===== src/oes_pkg.sv =====
// constants for the output offset/expand scaler
package oes_pkg;

  // register byte offsets
  localparam logic [7:0] OES_REG_CTRL   = 8'h00;
  localparam logic [7:0] OES_REG_OFS_X  = 8'h04;
  localparam logic [7:0] OES_REG_OFS_Y  = 8'h08;
  localparam logic [7:0] OES_REG_OFS_R  = 8'h0c;
  localparam logic [7:0] OES_REG_SENS   = 8'h10;
  localparam logic [7:0] OES_REG_STATUS = 8'h14;
  localparam logic [7:0] OES_REG_MASK   = 8'h18;
  localparam logic [7:0] OES_REG_OUT    = 8'h1c;
  localparam logic [7:0] OES_REG_FLAGS  = 8'h20;
  localparam logic [7:0] OES_REG_CMD    = 8'h24;
  localparam logic [7:0] OES_REG_SINE   = 8'h28;

  // offset register fields
  localparam int OES_PCT_W     = 11;
  localparam int OES_OFS_EN    = 16;
  localparam int OES_EXP_LSB   = 17;
  localparam int OES_RATIO_BIT = 19;

  // ctrl, cmd, status and sine fields
  localparam int OES_CTRL_SEL  = 0;
  localparam int OES_CMD_AUTO  = 0;
  localparam int OES_CMD_EXP   = 1;
  localparam int OES_CMD_OFS   = 2;
  localparam int OES_CMD_SEL   = 3;
  localparam int OES_ST_OVLD   = 0;
  localparam int OES_ST_AUTO   = 1;
  localparam int OES_ST_W      = 2;
  localparam int OES_SINE_W    = 16;
  localparam int OES_SINE_REF  = 16;

  // key bit positions
  localparam int OES_KEY_SEL   = 0;
  localparam int OES_KEY_EXP   = 1;
  localparam int OES_KEY_OFS   = 2;
  localparam int OES_KEY_AUTO  = 3;
  localparam int OES_NKEY      = 4;

  // quantity indices
  localparam int OES_Q_X       = 0;
  localparam int OES_Q_Y       = 1;
  localparam int OES_Q_R       = 2;
  localparam int OES_NQ        = 3;

  // expand codes
  localparam logic [1:0] OES_EXP_X1   = 2'h0;
  localparam logic [1:0] OES_EXP_X10  = 2'h1;
  localparam logic [1:0] OES_EXP_X100 = 2'h2;

  // scaling constants
  localparam int OES_FS_VOLTS  = 10;
  localparam int OES_FS_MV     = OES_FS_VOLTS * 1000;
  localparam int OES_PCT_SCALE = 100;
  localparam int OES_PCT_MAX   = 999;
  localparam int OES_MV_W      = 16;

  // reset values
  localparam logic [15:0] OES_SINE_RST = 16'h0000;

  typedef enum logic [1:0] {
    OES_IDLE,
    OES_DIV,
    OES_DONE
  } oes_state_t;

endpackage : oes_pkg


===== src/oes_scaler.sv =====
// output offset/expand scaler with apb registers
//
// Added by the designer: the placing of the registers and the APB interface to the registers.
module oes_scaler #(
  parameter int          DW       = 24,
  parameter logic [23:0] SENS_RST = 24'hf4240
) (
  input  wire logic                        i_ref_clk,
  input  wire logic                        i_nrst,
  input  wire logic                        i_psel,
  input  wire logic                        i_penable,
  input  wire logic                        i_pwrite,
  input  wire logic [7:0]                  i_paddr,
  input  wire logic [31:0]                 i_pwdata,
  output logic                             o_pready,
  output logic [31:0]                      o_prdata,
  output logic                             o_pslverr,
  input  wire logic signed [DW-1:0]        i_x,
  input  wire logic signed [DW-1:0]        i_y,
  input  wire logic signed [DW-1:0]        i_r,
  input  wire logic [oes_pkg::OES_NKEY-1:0] i_key,
  output logic signed [DW-1:0]             o_x_val,
  output logic signed [DW-1:0]             o_y_val,
  output logic signed [DW-1:0]             o_r_val,
  output logic signed [oes_pkg::OES_MV_W-1:0] o_channel_one_output,
  output logic                             o_channel_sel,
  output logic                             o_overload_led,
  output logic                             o_scale_overload,
  output logic [oes_pkg::OES_NQ-1:0]       o_expd,
  output logic [oes_pkg::OES_NQ-1:0]       o_ofst,
  output logic                             o_offset_led,
  output logic [oes_pkg::OES_SINE_W-1:0]   o_sine_ampl,
  output logic                             o_ref_internal,
  output logic                             o_irq
);
  import oes_pkg::*;

  localparam int NW = DW + 20;
  localparam int CW = 6;
  localparam int PW = OES_PCT_W;

  if (DW < 8 || DW > 32 || NW > 63) begin : g_dw_chk
    $error("oes_scaler: DW must be 8..32");
  end

  typedef struct packed {
    oes_state_t               st;
    logic                     job_auto;
    logic                     neg;
    logic [1:0]               job_q;
    logic [CW-1:0]            cnt;
    logic [NW-1:0]            num;
    logic [NW-1:0]            quo;
    logic [DW:0]              rem;
    logic                     sel;
    logic [DW-1:0]            sens;
    logic [OES_NQ-1:0][PW-1:0] pct;
    logic [OES_NQ-1:0]        ofs_en;
    logic [OES_NQ-1:0]        ratio;
    logic [OES_NQ-1:0][1:0]   expc;
    logic [OES_NQ-1:0][DW-1:0] val;
    logic [OES_MV_W-1:0]      mv;
    logic                     ovld;
    logic                     auto_pend;
    logic [OES_ST_W-1:0]      sts;
    logic [OES_ST_W-1:0]      msk;
    logic [OES_SINE_W-1:0]    sine;
    logic                     ref_int;
    logic [31:0]              rdata;
    logic                     slverr;
    logic [OES_NKEY-1:0]      s1;
    logic [OES_NKEY-1:0]      s2;
    logic [OES_NKEY-1:0]      s3;
    logic [OES_NKEY-1:0]      stab;
  } oes_regs_t;

  oes_regs_t s;
  oes_regs_t next_s;

  // offset amount in quantity units: pct * sens / 100
  function automatic logic signed [DW+PW:0] ofs_amt(
    input logic [PW-1:0] pct,
    input logic [DW-1:0] sens
  );
    logic signed [DW+PW:0] prod;
    prod = $signed(pct) * $signed({1'b0, sens});
    ofs_amt = prod / $signed((DW+PW+1)'(OES_PCT_SCALE));
  endfunction : ofs_amt

  // saturate a wide signed value into the quantity width
  function automatic logic [DW-1:0] sat_q(input logic signed [DW+PW+1:0] v);
    logic signed [DW+PW+1:0] hi;
    logic signed [DW+PW+1:0] lo;
    hi = (DW+PW+2)'((64'sd1 <<< (DW-1)) - 64'sd1);
    lo = -hi - (DW+PW+2)'(1);
    if (v > hi) begin
      sat_q = DW'(hi);
    end else if (v < lo) begin
      sat_q = DW'(lo);
    end else begin
      sat_q = DW'(v);
    end
  endfunction : sat_q

  // expand factor as a multiplier
  function automatic logic [NW-1:0] exp_mul(input logic [1:0] c);
    case (c)
      OES_EXP_X10:  exp_mul = NW'(10);
      OES_EXP_X100: exp_mul = NW'(100);
      default:      exp_mul = NW'(1);
    endcase
  endfunction : exp_mul

  // magnitude of a signed quantity
  function automatic logic [DW-1:0] mag(input logic [DW-1:0] v);
    mag = v[DW-1] ? DW'(-$signed(v)) : v;
  endfunction : mag

  logic [OES_NQ-1:0][DW-1:0] raw;
  logic [OES_NQ-1:0][DW-1:0] corr;
  logic [OES_NKEY-1:0]       press;
  logic                      wr;
  logic                      rd_setup;
  logic [1:0]                qi;
  logic                      do_sel;
  logic                      do_exp;
  logic                      do_ofs;
  logic                      do_auto;
  logic [DW:0]               trial;
  logic [NW-1:0]             lim;
  logic [31:0]               rd;
  logic                      rd_ok;
  logic [OES_NQ-1:0]         ofs_we;
  logic [PW-1:0]             wpct;
  logic [OES_ST_W-1:0]       ev;

  always_comb begin
    next_s   = s;
    raw[OES_Q_X] = i_x;
    raw[OES_Q_Y] = i_y;
    raw[OES_Q_R] = i_r;
    wr       = i_psel && i_penable && i_pwrite;
    rd_setup = i_psel && !i_penable;
    qi       = s.sel ? 2'(OES_Q_R) : 2'(OES_Q_X);
    ev       = '0;
    trial    = '0;
    lim      = '0;
    wpct     = '0;
    ofs_we   = '0;

    // key synchroniser: a change counts once stages two and three agree
    next_s.s1 = i_key;
    next_s.s2 = s.s1;
    next_s.s3 = s.s2;
    for (int k = 0; k < OES_NKEY; k++) begin
      if (s.s2[k] == s.s3[k]) begin
        next_s.stab[k] = s.s2[k];
      end
      press[k] = s.s2[k] && s.s3[k] && !s.stab[k];
    end

    do_sel  = press[OES_KEY_SEL]
              || (wr && i_paddr == OES_REG_CMD && i_pwdata[OES_CMD_SEL]);
    do_exp  = press[OES_KEY_EXP]
              || (wr && i_paddr == OES_REG_CMD && i_pwdata[OES_CMD_EXP]);
    do_ofs  = press[OES_KEY_OFS]
              || (wr && i_paddr == OES_REG_CMD && i_pwdata[OES_CMD_OFS]);
    do_auto = press[OES_KEY_AUTO]
              || (wr && i_paddr == OES_REG_CMD && i_pwdata[OES_CMD_AUTO]);

    // offset-corrected values; sensitivity scales the offset amount and the output
    for (int q = 0; q < OES_NQ; q++) begin
      if (s.ofs_en[q]) begin
        corr[q] = sat_q($signed(raw[q]) - ofs_amt(s.pct[q], s.sens));
      end else begin
        corr[q] = raw[q];
      end
      next_s.val[q] = corr[q];
    end

    // register writes
    if (wr) begin
      if (i_paddr == OES_REG_CTRL) begin
        next_s.sel = i_pwdata[OES_CTRL_SEL];
      end else if (i_paddr == OES_REG_OFS_X) begin
        ofs_we[OES_Q_X] = 1'b1;
      end else if (i_paddr == OES_REG_OFS_Y) begin
        ofs_we[OES_Q_Y] = 1'b1;
      end else if (i_paddr == OES_REG_OFS_R) begin
        ofs_we[OES_Q_R] = 1'b1;
      end else if (i_paddr == OES_REG_SENS) begin
        if (i_pwdata[DW-1:0] != '0) begin
          next_s.sens = i_pwdata[DW-1:0];
        end
      end else if (i_paddr == OES_REG_MASK) begin
        next_s.msk = i_pwdata[OES_ST_W-1:0];
      end else if (i_paddr == OES_REG_SINE) begin
        next_s.sine    = i_pwdata[OES_SINE_W-1:0];
        next_s.ref_int = i_pwdata[OES_SINE_REF];
      end
    end
    // offset written as percent, clamped to +/-999
    wpct = i_pwdata[PW-1:0];
    if ($signed(wpct) > $signed(PW'(OES_PCT_MAX))) begin
      wpct = PW'(OES_PCT_MAX);
    end else if ($signed(wpct) < -$signed(PW'(OES_PCT_MAX))) begin
      wpct = PW'(-OES_PCT_MAX);
    end
    for (int q = 0; q < OES_NQ; q++) begin
      if (ofs_we[q]) begin
        next_s.pct[q]    = wpct;
        next_s.ofs_en[q] = i_pwdata[OES_OFS_EN];
        next_s.ratio[q]  = i_pwdata[OES_RATIO_BIT];
        if (i_pwdata[OES_EXP_LSB +: 2] <= OES_EXP_X100) begin
          next_s.expc[q] = i_pwdata[OES_EXP_LSB +: 2];
        end
      end
    end

    // front panel actions on the selected quantity
    if (do_sel) begin
      next_s.sel = !s.sel;
    end
    if (do_ofs) begin
      next_s.ofs_en[qi] = !s.ofs_en[qi];
    end
    if (do_exp) begin
      case (s.expc[qi])
        OES_EXP_X1:  next_s.expc[qi] = OES_EXP_X10;
        OES_EXP_X10: next_s.expc[qi] = OES_EXP_X100;
        default:     next_s.expc[qi] = OES_EXP_X1;
      endcase
    end

    // shared divider: output scaling or auto offset
    case (s.st)
      OES_IDLE: begin
        next_s.rem   = '0;
        next_s.quo   = '0;
        next_s.cnt   = CW'(NW - 1);
        next_s.job_q = qi;
        next_s.st    = OES_DIV;
        if (s.auto_pend) begin
          next_s.job_auto = 1'b1;
          next_s.neg      = raw[qi][DW-1];
          next_s.num      = NW'(mag(raw[qi])) * NW'(OES_PCT_SCALE);
        end else begin
          next_s.job_auto = 1'b0;
          next_s.neg      = corr[qi][DW-1];
          next_s.num      = NW'(mag(corr[qi])) * NW'(OES_FS_MV)
                            * exp_mul(s.expc[qi]);
        end
      end
      OES_DIV: begin
        trial        = {s.rem[DW-1:0], s.num[NW-1]};
        next_s.num   = {s.num[NW-2:0], 1'b0};
        if (trial >= {1'b0, s.sens}) begin
          next_s.rem = trial - {1'b0, s.sens};
          next_s.quo = {s.quo[NW-2:0], 1'b1};
        end else begin
          next_s.rem = trial;
          next_s.quo = {s.quo[NW-2:0], 1'b0};
        end
        if (s.cnt == '0) begin
          next_s.st = OES_DONE;
        end else begin
          next_s.cnt = s.cnt - CW'(1);
        end
      end
      OES_DONE: begin
        next_s.st = OES_IDLE;
        if (s.job_auto) begin
          lim = (s.quo > NW'(OES_PCT_MAX)) ? NW'(OES_PCT_MAX) : s.quo;
          next_s.pct[s.job_q] = s.neg ? PW'(-$signed(PW'(lim)))
                                      : PW'(lim);
          next_s.ofs_en[s.job_q] = 1'b1;
          next_s.auto_pend       = 1'b0;
          ev[OES_ST_AUTO]        = 1'b1;
        end else begin
          if (s.quo > NW'(OES_FS_MV)) begin
            lim         = NW'(OES_FS_MV);
            next_s.ovld = 1'b1;
          end else begin
            lim         = s.quo;
            next_s.ovld = 1'b0;
          end
          next_s.mv = s.neg ? OES_MV_W'(-$signed(OES_MV_W'(lim)))
                            : OES_MV_W'(lim);
          ev[OES_ST_OVLD] = next_s.ovld;
        end
      end
      default: begin
        next_s.st = OES_IDLE;
      end
    endcase
    // a request in the completion cycle is kept
    if (do_auto) begin
      next_s.auto_pend = 1'b1;
    end

    // sticky status: write one clears, a new event wins
    if (wr && i_paddr == OES_REG_STATUS) begin
      next_s.sts = s.sts & ~i_pwdata[OES_ST_W-1:0];
    end
    next_s.sts = next_s.sts | ev;

    // read data captured in the setup phase
    rd    = '0;
    rd_ok = 1'b1;
    if (i_paddr == OES_REG_CTRL) begin
      rd[OES_CTRL_SEL] = s.sel;
    end else if (i_paddr == OES_REG_OFS_X || i_paddr == OES_REG_OFS_Y
                 || i_paddr == OES_REG_OFS_R) begin
      rd[PW-1:0]               = s.pct[i_paddr[3:2] - 2'h1];
      rd[OES_OFS_EN]           = s.ofs_en[i_paddr[3:2] - 2'h1];
      rd[OES_EXP_LSB +: 2]     = s.expc[i_paddr[3:2] - 2'h1];
      rd[OES_RATIO_BIT]        = s.ratio[i_paddr[3:2] - 2'h1];
    end else if (i_paddr == OES_REG_SENS) begin
      rd[DW-1:0] = s.sens;
    end else if (i_paddr == OES_REG_STATUS) begin
      rd[OES_ST_W-1:0] = s.sts;
    end else if (i_paddr == OES_REG_MASK) begin
      rd[OES_ST_W-1:0] = s.msk;
    end else if (i_paddr == OES_REG_OUT) begin
      rd = 32'($signed(s.mv));
    end else if (i_paddr == OES_REG_FLAGS) begin
      for (int q = 0; q < OES_NQ; q++) begin
        rd[q]          = s.expc[q] != OES_EXP_X1;
        rd[OES_NQ + q] = s.ofs_en[q];
      end
      rd[2*OES_NQ] = s.ovld;
    end else if (i_paddr == OES_REG_SINE) begin
      rd[OES_SINE_W-1:0] = s.sine;
      rd[OES_SINE_REF]   = s.ref_int;
    end else if (i_paddr == OES_REG_CMD) begin
      rd = '0;
    end else begin
      rd_ok = 1'b0;
    end
    if (rd_setup) begin
      next_s.rdata  = rd;
      next_s.slverr = !rd_ok;
    end
  end

  always_ff @(posedge i_ref_clk) begin
    if (!i_nrst) begin
      s          <= '0;
      s.st       <= OES_IDLE;
      s.sel      <= 1'b0;
      s.sens     <= DW'(SENS_RST);
      s.sine     <= OES_SINE_RST;
      s.ref_int  <= 1'b1;
    end else begin
      s <= next_s;
    end
  end

  assign o_pready             = 1'b1;
  assign o_prdata             = s.rdata;
  assign o_pslverr            = s.slverr;
  assign o_x_val              = s.val[OES_Q_X];
  assign o_y_val              = s.val[OES_Q_Y];
  assign o_r_val              = s.val[OES_Q_R];
  assign o_channel_one_output = s.mv;
  assign o_channel_sel        = s.sel;
  assign o_overload_led       = s.ovld;
  assign o_scale_overload     = s.ovld;
  assign o_sine_ampl          = s.sine;
  assign o_ref_internal       = s.ref_int;
  assign o_irq                = |(s.sts & s.msk);
  assign o_offset_led         = s.ofs_en[s.sel ? OES_Q_R : OES_Q_X];

  always_comb begin
    for (int q = 0; q < OES_NQ; q++) begin
      o_expd[q] = s.expc[q] != OES_EXP_X1;
      o_ofst[q] = s.ofs_en[q];
    end
  end

endmodule : oes_scaler


===== config.mk =====
export PLATFORM = sky130hd
export DESIGN_NAME = oes_scaler
export DESIGN_NICKNAME = d
export VERILOG_FILES = /design/src/oes_pkg.sv /design/src/oes_scaler.sv
export SDC_FILE = /design/constraint.sdc
export NUM_CORES = 2
export LEC_CHECK = 0
export ABC_AREA = 0
export BUFFER_PORTS_ARGS = -buffer_cell sky130_fd_sc_hd__buf_2
export CAP_MARGIN = 15
export CORE_ASPECT_RATIO = 1.4
export CORE_MARGIN = 2
export CORE_UTILIZATION = 40
export DETAILED_ROUTE_END_ITERATION = 10
export HOLD_SLACK_MARGIN = 0.12
export MAX_ROUTING_LAYER = met4
export PLACE_DENSITY = 0.55
export SLEW_MARGIN = 20
export SYNTH_ARGS = -nofsm -noshare
export SYNTH_HDL_FRONTEND = slang
export SYNTH_SLANG_ARGS = --single-unit

===== constraint.sdc =====
create_clock -name i_ref_clk -period 101.6 [get_ports i_ref_clk]
set_input_delay 20.32 -clock i_ref_clk [delete_from_list [all_inputs] [get_ports i_ref_clk]]
set_output_delay 20.32 -clock i_ref_clk [all_outputs]
set_load 0.03 [all_outputs]

## Word level (Yosys, flattened, before mapping)

Index checks and enable logic that the tools add are counted.

- Bits of input ports: 121
- Output and inout bits: 150
- Register bits: 354
- Logic and storage cells: 301

- Add/sub/neg operators: 10
- Bitwise gates (word level): 20
- Muxes and demuxes: 131
- Magnitude comparators: 18
- Reductions and logical operators: 54
- Multipliers: 6
- Divide/modulo/power cells: 3
- Eq/ne operators: 20

Operator list:

| cell | count |
|---|---|
| 24-bit 2-to-1 mux | 20 |
| 119-bit case mux with 2 select lines | 1 |
| 32-bit 2-to-1 mux | 6 |
| 44-bit 2-to-1 mux | 3 |
| 37-bit by 24-bit > comparator with 1-bit output (second input constant) | 3 |
| 37-bit by 24-bit < comparator with 1-bit output (second input constant) | 3 |
| 24-bit by 36-bit subtractor with 37-bit output | 3 |
| 11-bit 2-to-1 mux | 10 |
| 36-bit by 8-bit divider with 36-bit output (second input constant) | 3 |
| 11-bit by 25-bit multiplier with 36-bit output | 3 |
| 24-bit binary-select mux with 2-bit select | 2 |
| 36-bit 2-to-1 mux | 2 |
| 16-bit 2-to-1 mux | 4 |
| 30-bit 2-to-1 mux | 2 |
| 24-bit negation | 2 |
| 44-bit by 10-bit > comparator with 1-bit output (second input constant) | 1 |
| 44-bit by 14-bit > comparator with 1-bit output (second input constant) | 1 |
| 34-bit by 44-bit multiplier with 40-bit output | 1 |
| 2-bit 2-to-1 mux | 18 |
| 24-bit by 10-bit multiplier with 34-bit output (second input constant) | 1 |
| 33-bit bitwise mux | 1 |
| 8-bit by 5-bit == test with 1-bit output (second input constant) | 4 |
| 1-bit 2-to-1 mux | 32 |
| 31-bit 2-to-1 mux | 1 |
| other kinds (61) | 135 |

## Longest topological paths before layout

- Depth in word-level cells: 15
- Depth in mapped cells: 230
- Depth with buffers taken out: 213

## Worst setup path before layout

No wires, ideal clock.

- Path kind: flip-flop to flip-flop
- Start point: register s[209] in the netlist's numbering
- End point: register s[342] in the netlist's numbering
- Clock period less this slack: 45.012 ns
- Path slack: 56.588 ns
- Cell stages (with the launch flop): 218
- Path buffers: 9
- Data arrival time: 44.887 ns
- Library setup time: 0.125 ns
- Cell sequence: dfxtp_1 > clkbuf_1 > clkbuf_1 > nand2_1 > fa_1 > inv_1 > fa_1 > fa_1 > fa_1 > inv_1 > fa_1 > inv_1 > ha_1 > clkbuf_1 > nand3_1 > nor2_1 > nand3_1 > a2111oi_0 > [... 182 more ...] > o21ai_0 > nand2b_1 > a21oi_1 > o21bai_1 > a21oi_1 > o21bai_1 > a21oi_1 > o21bai_1 > a21oi_1 > o21bai_1 > a21oi_1 > o21bai_1 > a21oi_1 > o21bai_1 > a21oi_1 > xnor2_1 > a222oi_1 > nor2b_1

- Longest elaborated chain between the ends: 15
- Elaborated cells on any way between the ends: 32
- Classes of those cells: 4 x add/sub; 5 x mul; 3 x div; 6 x order compare; 14 x mux

RTL lines:

| what | RTL line | RTL |
|---|---|---|
| start, declared | oes_scaler.sv:77 | `oes_regs_t s;` |
| start signal, assigned | oes_scaler.sv:355 | `s <= next_s;` |
| 11-bit by 25-bit multiplier with 36-bit output | oes_scaler.sv:86 | `prod = $signed(pct) * $signed({1'b0, sens});` |
| 36-bit by 8-bit divider with 36-bit output | oes_scaler.sv:87 | `ofs_amt = prod / $signed((DW+PW+1)'(OES_PCT_SCALE));` |
| 24-bit by 36-bit subtractor with 37-bit output | oes_scaler.sv:174 | `corr[q] = sat_q($signed(raw[q]) - ofs_amt(s.pct[q], s.sens));` |
| 37-bit by 24-bit < comparator with 1-bit output | oes_scaler.sv:98 | `end else if (v < lo) begin` |
| 24-bit 2-to-1 mux | oes_scaler.sv:98 |  |
| 24-bit 2-to-1 mux | oes_scaler.sv:96 | `if (v > hi) begin` |
| 24-bit 2-to-1 mux | oes_scaler.sv:173 | `if (s.ofs_en[q]) begin` |
| 24-bit binary-select mux with 2-bit select (*) | oes_scaler.sv:250 | `next_s.num = NW'(mag(corr[qi])) * NW'(OES_FS_MV)` |
| 24-bit 2-to-1 mux (not written as such) (*) | oes_scaler.sv:250 |  |
| 24-bit negation | oes_scaler.sv:116 | `mag = v[DW-1] ? DW'(-$signed(v)) : v;` |
| 24-bit 2-to-1 mux (*) | oes_scaler.sv:116 |  |
| 24-bit by 10-bit multiplier with 34-bit output (*) | oes_scaler.sv:250 |  |
| 34-bit by 44-bit multiplier with 40-bit output (*) | oes_scaler.sv:251 | `* exp_mul(s.expc[qi]);` |
| 44-bit 2-to-1 mux (*) | oes_scaler.sv:243 | `if (s.auto_pend) begin` |
| 119-bit case mux with 2 select lines (*) | oes_scaler.sv:236 | `case (s.st)` |

Mark *: on every way between the ends. The rest lies on a longest branch, timed or not. The select of a mux whose other input is x is not followed.
A chain may end at the register's enable or synchronous reset.

## Final worst setup path

- Start point: register s[204] in the netlist's numbering
- End point: register s[342] in the netlist's numbering

- Longest elaborated chain between the ends: 15
- Elaborated cells on any way between the ends: 16
- Classes of those cells: 2 x add/sub; 3 x mul; 1 x div; 2 x order compare; 8 x mux

RTL lines:

| what | RTL line |
|---|---|
| 11-bit by 25-bit multiplier with 36-bit output (*) | oes_scaler.sv:86 |
| 36-bit by 8-bit divider with 36-bit output (*) | oes_scaler.sv:87 |
| 24-bit by 36-bit subtractor with 37-bit output (*) | oes_scaler.sv:174 |
| 37-bit by 24-bit < comparator with 1-bit output | oes_scaler.sv:98 |
| 24-bit 2-to-1 mux | oes_scaler.sv:98 |
| 24-bit 2-to-1 mux (*) | oes_scaler.sv:96 |
| 24-bit 2-to-1 mux (*) | oes_scaler.sv:173 |
| 24-bit binary-select mux with 2-bit select (*) | oes_scaler.sv:250 |
| 24-bit 2-to-1 mux (not written as such) (*) | oes_scaler.sv:250 |
| 24-bit negation | oes_scaler.sv:116 |
| 24-bit 2-to-1 mux (*) | oes_scaler.sv:116 |
| 24-bit by 10-bit multiplier with 34-bit output (*) | oes_scaler.sv:250 |
| 34-bit by 44-bit multiplier with 40-bit output (*) | oes_scaler.sv:251 |
| 44-bit 2-to-1 mux (*) | oes_scaler.sv:243 |
| 119-bit case mux with 2 select lines (*) | oes_scaler.sv:236 |

Marked as above.

==> summary by stage <==
Run status
The flow ran to the end, and the final reports show no timing, DRC or antenna violations.

STA
The ratio of final minimum period to clock period is 54.03%. The worst slew margin relative to its limit is 17.71%. Setup repair after global routing left no endpoint under its margin. The number of hold-slack violations in the final timing report came to 0. At the pin with the least slew margin, the transition time is 1.226 ns. The final critical-path setup slack is 46.71 ns. The number of max-slew violations in the final report came to 0.

The final-layout setup total negative slack is 0 ns. The number of endpoints failing setup at the final stage is 0. Timing would allow up to 18.22 MHz. The clock arrives with 0.09151 ns of skew.

The worst path needs 54.89 ns of the cycle, external delays included. Across all hold checks on the routed design, the worst slack comes to 0.4409 ns.

Floorplanning
The overall die width is 404.9 µm. The floorplan has 206 rows. The vertical die dimension is 565.3 µm. The die covers 228900 µm². In this run the standard cell core region covers 224200 µm². The effective utilization at floorplan is 40.15%. The I/O pin total is 271.

Place
The HPWL after detailed placement is 244400 µm. The pre-CTS setup slack is 47.21 ns. The routability-driven placement congestion ratio is 0.9543.

The number of buffers added on ports is 261.

Clocking
TritonCTS built the clock tree. At the later pin of the worst-skew pair, clock insertion delay measures 0.70 ns. The maximum level of the CTS H-tree is 2. After clock tree synthesis, the setup repair step added 0 buffers. The clock tree root driver cell is clkbuf_16. The number of sinks driven by the clock tree is 344.

Clock tree synthesis inserted a total of 39 buffers. In this run, post-CTS repair resized a total of 0 instances. The number of hold buffers added after cts is 0. The maximum clock insertion buffer count is 3.

Clock-pin slew was measured on the worst setup and hold paths at 0.06 ns.

Final layout
After filler insertion, the fill cell instance count of the layout stands at 23.03k. In the final layout, the share of cells above drive strength 1 is 6.954%. Registers take 6908 µm².

The final layout net count is 13.23k. The final core area utilization is 42.07%. The multi-input logic area is 74790 µm². The area added between synthesis and finish is 4.792%.

Critical path
For the worst flop-to-flop path, the logic depth is 210. The origin of the critical flop-to-flop path is s[204]. The critical path runs through a total of 210 cells.

The slowest stage of the critical path belongs to the cell a2111oi_1. The buffers plus inverters on the worst setup path is 19. The most frequent cell on the critical path is a21o_1. Data on the critical path is required at its endpoint by 102.17 ns. The most critical setup path has its startpoint at s[204]. STA classifies the critical path startpoint as a register. The setup path with the least slack is of type reg2reg. STA puts the critical path data arrival time at 55.46 ns. For this run, the slowest stage of the critical path takes 0.84 ns.

Among cell families on the critical path, the largest total delay comes from compound AO/OA/AOI/OAI gates. The worst-path maximum fanout is 23. The worst setup path is captured at a register.

Global routing
The first global-routing pass estimated 476900 µm of wire. The maximum number of pins on one net before global-route repair is 110. The via count of the first global-routing pass is 83.10k. The initial antenna violation count is 20. The overall track demand over capacity in global routing is 26.91%. The global-route congestion overflow total is 0.

Yosys
When the netlist entered floorplanning its net count stood at 13.45k. Yosys mapped a number of flops with a built-in enable equal to 0. The cell taking the most area after synthesis is fa_1. Counting distinct cell types in the post-synthesis netlist gives 151. Sorting the synthesized cells by area gives the leading types as fa_1 18%, ha_1 13%, dfxtp_1 7.6%. The instance count of the mapped netlist is 11.63k. Summing the areas of all compound-gate instances in the mapped netlist gives 22.94% of the synthesized area. Each instance of the synthesized netlist takes up on average 7.739 µm².

The synthesized netlist devotes 30.44% of its cell area to adder and majority cells. The main flop type after synthesis is dfxtp_1. By area, the combinational part of the netlist is dominated by adder cells.

The multiplexer area fraction after synthesis is 2.270%. The share of synthesized registers carrying an async set or reset is 0%. After synthesis, the largest area contributor takes up 17.72% of total cell area.

After Yosys synthesis, and, or, nand and nor cells account for 20.19% of the synthesized area. The cell area that synthesis handed to floorplanning was 90020 µm². The synthesized netlist devotes 7.073% of its cell area to XOR and XNOR gates. In this run, synthesis produced a sequential element count of 344. During synthesis, Yosys emitted a total of 0 warnings. Summing the sequential cell areas from Yosys gives 7.650% of the chip area.

Power and ir drop
The switching power is 1.659 mW. Net switching is 57.81% of the power. The power per standard cell area is 30.41 nW/µm². The power share of the combinational group is 89.8%.

The internal power consumption is 1.210 mW. The worst ir drop on vdd is 0.1800 mV. The share of total power in sequential cells is 5.1%. The clock network accounts for 5.2% of the total power. The total power of the final layout is 2.869 mW.

The analysis attributes to cell leakage a power of 44.29 nW.

Detailed routing
The total via count after detailed routing is 83.56k. The number of routed nets with antenna violations is 0. In the final routed layout, each cell accounts on average for 21.13 µm.

The detailed-route wire length is 303400 µm. The number of design rule violations left after detail routing is 0. The detailed router's first-iteration violation count is 5634.

In the routed layout, each cell is associated on average with a via count of 5.818. The detailed-router iteration count before antenna repair is 6.

Worst hold path
In this run the most critical hold path is launched from next_s[8]. The worst hold path belongs to the class reg2reg. Along the worst hold path, the cell count comes to 1.

Run
The tool flagged a number of max-cap violations equal to 0.
==> cell usage in the layout (no fill, tap or decap), drive strengths merged, types with 70 or more instances in the layout <==
cell and instances:
nand2 1174, o211ai 129, a211oi 119, fa 797, nor4 78, and2 530
nor2 636, dfxtp 344, nor3 245, a21oi 596, nand3 246, mux2i 153
and3 90, o21bai 76, o31ai 76, or3 70, nand4 85, ha 900
inv 1417, a21boi 79, nor2b 173, a21o 295, o21a 72, o21ai 569
a31oi 141, xor2 311, buf 402, nand2b 99, xnor2 407
==> final cells by class <==
class	count	area share, %
clock inverter	15	0.1976
sequential	344	7.323
tap	2912	3.862
antenna	16	0.04244
inverter	1413	5.622
clock buffer	52	1.150
timing repair buffer	403	2.528
multi-input combinational	9206	79.28
==> cells in the mapped netlist, types with 107 or more instances <==
master    count
a211oi_1    107
a21o_1      295
a21oi_1     576
a31oi_1     134
and2_1      528
buf_4       152
clkbuf_1    423
dfxtp_1     344
fa_1        797
ha_1        900
inv_1      1409
mux2i_1     148
nand2_1    1171
nand3_1     245
nor2_1      630
nor2b_1     173
nor3_1      240
o211ai_1    125
o21ai_0     501
xnor2_1     399
xor2_1      310
==> worst paths after layout <==
path | end | slack (ns)
min reg2reg | next_s[4] | 0.44
max | s[342] | 46.71
min | next_s[4] | 0.44
max reg2reg | s[342] | 46.71
==> kinds of logic (layout without fill, tap and decap cells) <==
group / count (synthesis) / after routing
other cells: 1 / 17
flops: 344 / 344
simple gates: 3655 / 3655
fa+ha+maj: 1715 / 1715
compound gates: 2921 / 2921
buf+inv: 2083 / 1883
xor+xnor: 718 / 718
mux: 196 / 196
==> worst reg2reg max path: cells and delay by family, from the launching register on <==
family,cells,cell delay (ns)
AOI/OAI and AO/OA,103,26.95
buffers and inverters,19,1.98
adders and majority gates,25,10.19
muxes,4,1.69
DFF,1,0.30
and+or+nand+nor,49,9.04
xor gates and xnor gates,10,4.70
==> registers in the layout (all words and copies together) (netlist names), named ones only <==
register              count
next_s                    8
o_channel_one_output     16
o_channel_sel             1
o_ofst                    2
o_overload_led            1
o_prdata                 25
o_pslverr                 1
o_r_val                  24
o_ref_internal            1
o_sine_ampl              16
o_x_val                  24
o_y_val                  24
s                       189
==> metrics by stage <==
| stage | std cells | cell area [µm²] |
|---|---|---|
| CTS | 14344 | 94240 |
| global route | 14358 | 94330 |
| finish | 14361 | 94340 |
| global placement | 14277 | 92960 |
| floorplan | 11633 | 90020 |
| detailed placement | 14277 | 92970 |
==> per-layer routing <==
metal  wire (µm)  global-route usage (%)
met5           0                       -
met4       16980                   12.91
met2      147800                   46.10
met3       13960                   2.652
met1      124700                   31.53
==> power groups by stage <==
stage / combinational, mW / sequential [mW] / clock (mW)
final: 2.58 / 0.146 / 0.148
after global placement: 2.50 / 0.148 / 0
after CTS: 2.57 / 0.146 / 0.152
after detailed placement: 2.55 / 0.149 / 0
after global routing: 2.90 / 0.146 / 0.156
after floorplan: 1.99 / 0.147 / 0
(Power assumes the default switching activity.)
